===== src/logic/fppio_pkg.sv =====
// Package of offsets, field layouts and reset values for the parallel I/O block
package fppio_pkg;
    localparam logic [2:0] FPPIO_OFF_A_DATA  = 3'h0;
    localparam logic [2:0] FPPIO_OFF_B_DATA  = 3'h1;
    localparam logic [2:0] FPPIO_OFF_C_DATA  = 3'h2;
    localparam logic [2:0] FPPIO_OFF_D_DATA  = 3'h3;
    localparam logic [2:0] FPPIO_OFF_A_DIR   = 3'h4;
    localparam logic [2:0] FPPIO_OFF_B_DIR   = 3'h5;
    localparam logic [2:0] FPPIO_OFF_C_DIR   = 3'h6;
    localparam logic [2:0] FPPIO_OFF_D_DIR   = 3'h7;
    // Implemented and output-capable bits of the narrow ports
    localparam logic [7:0] FPPIO_B_MASK      = 8'he0;
    localparam logic [7:0] FPPIO_D_MASK      = 8'ha0;
    localparam logic [7:0] FPPIO_D_OUT_MASK  = 8'h20;
    // Fixed read values of unimplemented bits, direction reset and idle read value
    localparam logic [7:0] FPPIO_B_DATA_FILL = 8'h00;
    localparam logic [7:0] FPPIO_D_DATA_FILL = 8'h10;
    localparam logic [7:0] FPPIO_B_DIR_FILL  = 8'h1f;
    localparam logic [7:0] FPPIO_D_DIR_FILL  = 8'h00;
    localparam logic [7:0] FPPIO_DIR_RESET   = 8'h00;
    localparam logic [7:0] FPPIO_READ_IDLE   = 8'h00;
endpackage : fppio_pkg


===== src/logic/fppio_pin_slice.sv =====
// One port of pin logic: data latch, direction register, read mux
`timescale 1ns/10ps
`default_nettype none
module fppio_pin_slice
    import fppio_pkg::*;
#(
    parameter logic [7:0] IMPL_MASK = 8'hff,
    parameter logic [7:0] OUT_MASK  = 8'hff,
    parameter logic [7:0] DATA_FILL = 8'h00,
    parameter logic [7:0] DIR_FILL  = 8'h00
) (
    input  wire logic       clock,
    input  wire logic       rst_b,
    input  wire logic       data_we,
    input  wire logic       dir_we,
    input  wire logic [7:0] wdata,
    input  wire logic [7:0] pin_in,
    output logic      [7:0] data_rd,
    output logic      [7:0] dir_rd,
    output logic      [7:0] latch_q,
    output logic      [7:0] dir_q
);
    logic [7:0] latch_r;
    logic [7:0] dir_r;
    wire  [7:0] latch_nxt = (latch_r & ~IMPL_MASK) | (wdata & IMPL_MASK);
    wire  [7:0] dir_nxt   = wdata & OUT_MASK;
    // Latch loads on any write, whatever the direction; no reset
    always_ff @(posedge clock) begin
        if (data_we) begin
            latch_r <= latch_nxt;
        end
    end
    always_ff @(posedge clock or negedge rst_b) begin
        if (!rst_b) begin
            dir_r <= FPPIO_DIR_RESET;
        end else if (dir_we) begin
            dir_r <= dir_nxt;
        end
    end
    // Output bits read the latch, input bits read the pin
    assign data_rd = (((latch_r & dir_r) | (pin_in & ~dir_r)) & IMPL_MASK)
                     | (DATA_FILL & ~IMPL_MASK);
    assign dir_rd  = (dir_r & OUT_MASK) | (DIR_FILL & ~OUT_MASK);
    assign latch_q = latch_r;
    assign dir_q   = dir_r;
endmodule : fppio_pin_slice
`default_nettype wire


===== src/logic/fppio_top.sv =====
// Four-port parallel I/O block on the internal processor bus
// Summary of operation
// Port A eight pins, offsets 0 and 4
// Port B bits five-seven, offsets 1 and 5
// Port C eight pins, offsets 2 and 6
// Port D bit five I/O, bit seven input
// Data latches keep contents through reset
// Reset clears all direction bits to input
// Direction one drives pin, zero floats
// Direction registers readable and writable
// Write with direction zero loads latch only
// Write with direction one loads and drives
// Read of input bit returns pin level
// Read of output bit returns latch
// Input-only bit always readable
// Input-only pin feeds timer capture
// Port A pullup, interrupt set at build
// Unimplemented bits ignore writes, read constant
`timescale 1ns/10ps
`default_nettype none
module fppio_top
    import fppio_pkg::*;
#(
    parameter logic [7:0] PULLUP_EN = 8'h00,
    parameter logic [7:0] KEYIRQ_EN = 8'h00
) (
    input  wire logic       clock,
    input  wire logic       rst_b,
    input  wire logic [2:0] bus_addr,
    input  wire logic       bus_sel,
    input  wire logic       bus_wr,
    input  wire logic [7:0] bus_wdata,
    output logic      [7:0] bus_rdata,
    input  wire logic [7:0] first_port_pins_in,
    output logic      [7:0] first_port_pins_out,
    output logic      [7:0] first_port_pins_oe,
    output logic      [7:0] first_port_pullup,
    output logic      [7:0] first_port_keyirq_en,
    input  wire logic [7:0] second_port_pins_in,
    output logic      [7:0] second_port_pins_out,
    output logic      [7:0] second_port_pins_oe,
    input  wire logic [7:0] third_port_pins_in,
    output logic      [7:0] third_port_pins_out,
    output logic      [7:0] third_port_pins_oe,
    input  wire logic       fourth_port_io_bit_in,
    output logic            fourth_port_io_bit_out,
    output logic            fourth_port_io_bit_oe,
    input  wire logic       fourth_port_input_bit,
    output logic            timer_capture_input
);
    logic [7:0] data_rd [4];
    logic [7:0] dir_rd  [4];
    logic [7:0] latch_q [4];
    logic [7:0] dir_q   [4];
    logic [7:0] pin_v   [4];
    logic [7:0] rdata_r;
    logic [7:0] a_out_r, a_oe_r, b_out_r, b_oe_r, c_out_r, c_oe_r;
    logic       d_out_r, d_oe_r, cap_r;
    logic [7:0] pull_r, kirq_r;

    function automatic logic hit(input logic [2:0] a, input logic [2:0] o);
        return a == o;
    endfunction

    wire wr_cyc = bus_sel & bus_wr;
    wire rd_cyc = bus_sel & ~bus_wr;
    wire [7:0] d_pins = {fourth_port_input_bit, 1'b0,
                         fourth_port_io_bit_in, 5'h00};
    assign pin_v[0] = first_port_pins_in;
    assign pin_v[1] = second_port_pins_in;
    assign pin_v[2] = third_port_pins_in;
    assign pin_v[3] = d_pins;

    genvar g;
    generate
        for (g = 0; g < 4; g++) begin : g_port
            localparam logic [7:0] IM = (g == 1) ? FPPIO_B_MASK :
                                        (g == 3) ? FPPIO_D_MASK : 8'hff;
            localparam logic [7:0] OM = (g == 1) ? FPPIO_B_MASK :
                                        (g == 3) ? FPPIO_D_OUT_MASK : 8'hff;
            localparam logic [7:0] DF = (g == 3) ? FPPIO_D_DATA_FILL
                                                 : FPPIO_B_DATA_FILL;
            localparam logic [7:0] RF = (g == 1) ? FPPIO_B_DIR_FILL
                                                 : FPPIO_D_DIR_FILL;
            fppio_pin_slice #(
                .IMPL_MASK (IM),
                .OUT_MASK  (OM),
                .DATA_FILL (DF),
                .DIR_FILL  (RF)
            ) u_slice (
                .clock   (clock),
                .rst_b   (rst_b),
                .data_we (wr_cyc & hit(bus_addr, 3'(g))),
                .dir_we  (wr_cyc & hit(bus_addr, 3'(g + 4))),
                .wdata   (bus_wdata),
                .pin_in  (pin_v[g]),
                .data_rd (data_rd[g]),
                .dir_rd  (dir_rd[g]),
                .latch_q (latch_q[g]),
                .dir_q   (dir_q[g])
            );
        end
    endgenerate

    // Read select: low half data, high half direction
    wire [7:0] rd_sel = bus_addr[2] ? dir_rd[bus_addr[1:0]]
                                    : data_rd[bus_addr[1:0]];
    wire [7:0] rdata_nxt = rd_cyc ? rd_sel : FPPIO_READ_IDLE;

    always_ff @(posedge clock or negedge rst_b) begin
        if (!rst_b) begin
            rdata_r <= FPPIO_READ_IDLE;
        end else begin
            rdata_r <= rdata_nxt;
        end
    end

    // Pin drivers registered so every output starts from a flip-flop
    always_ff @(posedge clock or negedge rst_b) begin
        if (!rst_b) begin
            a_out_r <= 8'h00;
            a_oe_r  <= 8'h00;
            b_out_r <= 8'h00;
            b_oe_r  <= 8'h00;
            c_out_r <= 8'h00;
            c_oe_r  <= 8'h00;
            d_out_r <= 1'b0;
            d_oe_r  <= 1'b0;
            cap_r   <= 1'b0;
            pull_r  <= 8'h00;
            kirq_r  <= 8'h00;
        end else begin
            a_out_r <= latch_q[0];
            a_oe_r  <= dir_q[0];
            b_out_r <= latch_q[1] & FPPIO_B_MASK;
            b_oe_r  <= dir_q[1] & FPPIO_B_MASK;
            c_out_r <= latch_q[2];
            c_oe_r  <= dir_q[2];
            d_out_r <= latch_q[3][5];
            d_oe_r  <= dir_q[3][5];
            cap_r   <= fourth_port_input_bit;
            pull_r  <= PULLUP_EN;
            kirq_r  <= KEYIRQ_EN;
        end
    end

    assign bus_rdata              = rdata_r;
    assign first_port_pins_out    = a_out_r;
    assign first_port_pins_oe     = a_oe_r;
    assign first_port_pullup      = pull_r;
    assign first_port_keyirq_en   = kirq_r;
    assign second_port_pins_out   = b_out_r;
    assign second_port_pins_oe    = b_oe_r;
    assign third_port_pins_out    = c_out_r;
    assign third_port_pins_oe     = c_oe_r;
    assign fourth_port_io_bit_out = d_out_r;
    assign fourth_port_io_bit_oe  = d_oe_r;
    assign timer_capture_input    = cap_r;
endmodule : fppio_top
`default_nettype wire


===== config.mk =====
export PLATFORM = sky130hd
export DESIGN_NAME = fppio_top
export DESIGN_NICKNAME = d
export VERILOG_FILES = /design/src/logic/fppio_pkg.sv /design/src/logic/fppio_pin_slice.sv /design/src/logic/fppio_top.sv
export SDC_FILE = /design/constraint.sdc
export NUM_CORES = 1
export LEC_CHECK = 0
export ABC_AREA = 1
export BUFFER_PORTS_ARGS = -buffer_cell sky130_fd_sc_hd__buf_2
export CORE_UTILIZATION = 30
export CTS_CLUSTER_DIAMETER = 40
export DETAILED_ROUTE_END_ITERATION = 7
export GPL_TIMING_DRIVEN = 1
export PLACE_DENSITY_LB_ADDON = 0.05
export SLEW_MARGIN = 0
export SYNTH_ARGS = -nofsm -noshare
export SYNTH_HDL_FRONTEND = slang
export SYNTH_HIERARCHICAL = 1
export SYNTH_SLANG_ARGS = --single-unit

===== constraint.sdc =====
create_clock -name clock -period 2.77 [get_ports clock]
set_clock_uncertainty 0.05 [all_clocks]
set_input_delay 0.554 -clock clock [delete_from_list [all_inputs] [get_ports clock]]
set_output_delay 0.554 -clock clock [all_outputs]
set_load 0.05 [all_outputs]

==> impl_metrics.csv <==
group,metric,value,unit
critical_path,crit_required,2.77,ns
place,gp_congestion,0.772,
global_routing,grt_use_met2,0.244,
clocking,clk_pin_slew,0.06,ns
drt,ant_nets,0,
clocking,tritoncts,"built",
place,dp_hpwl,7020,um
critical_path,critPathLaunchType,"input port",
global_routing,antenna_found_initial,0,
global_routing,grt_first_pass_wirelength,15800,um
layout,seq_area,2330,um2
clocking,cts_buffers,9,
place,place_area,4460,um2
clocking,htree_levels,3,
floorplanning,initial_core_util,0.311,
global_routing,met3_usage,0.0318,
global_routing,grt_max_degree,30,
layout,post-route-util,0.358,
synthesis,synth_warnings,6,
power,clkPwrFrac,0.367,
critical_path,path_class,"input port to flip-flop",
hold_path,hold_path.class,"input port to async pin",
layout,final_area,4790,um2
global_routing,track_usage,0.152,
layout,syn_to_final_growth,14.9,%
floorplanning,die-width,120,um
status,status,"complete, no violations",
layout,drive_above_1_share,0.218,
sta,max-slew-margin-rel,0.489,
floorplanning,die_y,120,um
layout,multi_input_area,1290,um2
clocking,clk_path_buf_depth,2,
floorplanning,io_pins,116,
clocking,clk_latency,0.35,ns
layout,fill_cells,1440,
sta,whs,0.118,ns
power,p_seq_frac,0.431,
critical_path,arrival,1.68,ns
synthesis,syn_area,4170,um2
drt,drt_iter0_markers,122,
clocking,cts_setup_buffers,0,
sta,finalMaxSlewViolations,0,
synthesis,syn-instance-count,482,
sta,finalCriticalPeriod,1.68,ns
sta,finalSetupTns,0,ns
global_routing,overflow,0,
clocking,clock_sinks,89,
drt,drt-total-wl,10100,um
floorplanning,die_area,14400,um2
drt,first_pass_iters,4,
sta,worst_pin_slew,0.763,ns
drt,drcViolationCount,0,
sta,max_freq,597,MHz
drt,vias,2889,
critical_path,end_kind,"flip-flop",
sta,setup_viol,0,
global_routing,busiest_layer,"met2",
floorplanning,row_count,42,
power,combPwrFrac,0.202,
synthesis,syn_area_per_cell,8.65,um2
place,portBuffers,84,
clocking,postCtsHoldBufs,0,
power,power_density,768,nW/um2
job,drv_cap,0,
drt,wl_per_cell,13.7,um
power,p_switching,1190,uW
power,ir_worst_vdd,0.000324,V
global_routing,met1_usage,0.196,
global_routing,grt_pass1_vias,2861,
clocking,cts-root-buf,"clkbuf_16",
clocking,cts_resized,0,
drt,via_per_inst,3.93,
critical_path,crit-reg2reg-launch,"g_port[2].u_slice/dir_q[4]$_DFFE_PN0P_",
power,p_leak,0.00257,uW
sta,rsz0062_at_grt,"false",
floorplanning,core-area,13400,um2
power,intPower,2490,uW
layout,antenna_cells,0,
layout,nets,595,
sta,hold_violations,0,
critical_path,path_max_fanout,12,
critical_path,crit_start,"bus_addr[1]",
power,power.share.switching,0.324,
sta,fin_crit_sh,0.605,
## worst paths after layout
kind,endpoint,slack [ns],cells past startpoint
setup reg to reg,bus_rdata[4]$_DFF_PN0_,1.47,9
max in group asynchronous,third_port_pins_oe[1]$_DFF_PN0_,1.79,2
min in group clock,timer_capture_input$_DFF_PN0_,0.30,1
hold reg to reg,first_port_pins_out[2]$_DFF_PN0_,0.33,0
hold / removal,second_port_pins_out[6]$_DFF_PN0_,0.12,1
setup / recovery,g_port[2].u_slice/latch_q[1]$_DFFE_PP_,1.09,6
## stage by stage
stage	total power, uW	setup slack (ns)	std cells
after global placement	2360	0.694	719
after floorplan	2270	0.804	526
final	3680	1.09	735
after CTS	3740	1.10	735
after detailed placement	2360	0.726	719
after global routing	3880	0.897	735
## placed cells by master (no fill, tap or decap)
| master | instances |
|---|---|
| edfxtp_1 | 20 |
| inv_1 | 26 |
| clkinvlp_4 | 1 |
| nor3_1 | 8 |
| buf_2 | 84 |
| nor2_4 | 3 |
| conb_1 | 49 |
| nand3_1 | 16 |
| nor2_1 | 17 |
| nand2_1 | 231 |
| nand2_2 | 3 |
| bufinv_16 | 2 |
| buf_4 | 11 |
| clkinv_4 | 1 |
| clkbuf_1 | 1 |
| clkbuf_8 | 2 |
| inv_2 | 6 |
| clkbuf_16 | 9 |
| dfrtp_1 | 69 |
## state kept, by name, summed over array words and instances, names as in the netlist, 3 cells and up
signal / count
g_port.u_slice/dir_q: 20
g_port.u_slice/latch_q: 20
bus_rdata: 8
first_port_pins_oe: 8
first_port_pins_out: 8
third_port_pins_oe: 8
third_port_pins_out: 8
second_port_pins_oe: 3
second_port_pins_out: 3
## layout make-up
type / instances / share of cell area
well taps: 176 / 0.0460
clock buffers: 12 / 0.0535
inverters: 32 / 0.0251
flip-flops and latches: 89 / 0.486
clock inverters: 4 / 0.0159
repair buffers: 95 / 0.105
multi-input cells: 327 / 0.269
## layer usage
layer  up-vias  part of all wire
li1       1487                 -
met1      1304              0.46
met2        84              0.48
met3        14             0.044
met4         0             0.022
met5         -                 0
## critical path, stage by stage
cell and delay (ns):
buf_2 0.31, inv_2 0.20, nor2_4 0.12, inv_1 0.06
nor3_1 0.20, buf_4 0.24
## power by group through the flow
stage                     Clock (uW)  Combinational (uW)  Sequential (uW)
final                           1350                 743             1580
after global routing            1450                 817             1610
after CTS                       1400                 753             1590
after detailed placement           0                 751             1610
after global placement             0                 749             1610
after floorplan                    0                 432             1840
No activity file was read; power rests on OpenSTA's default activity.
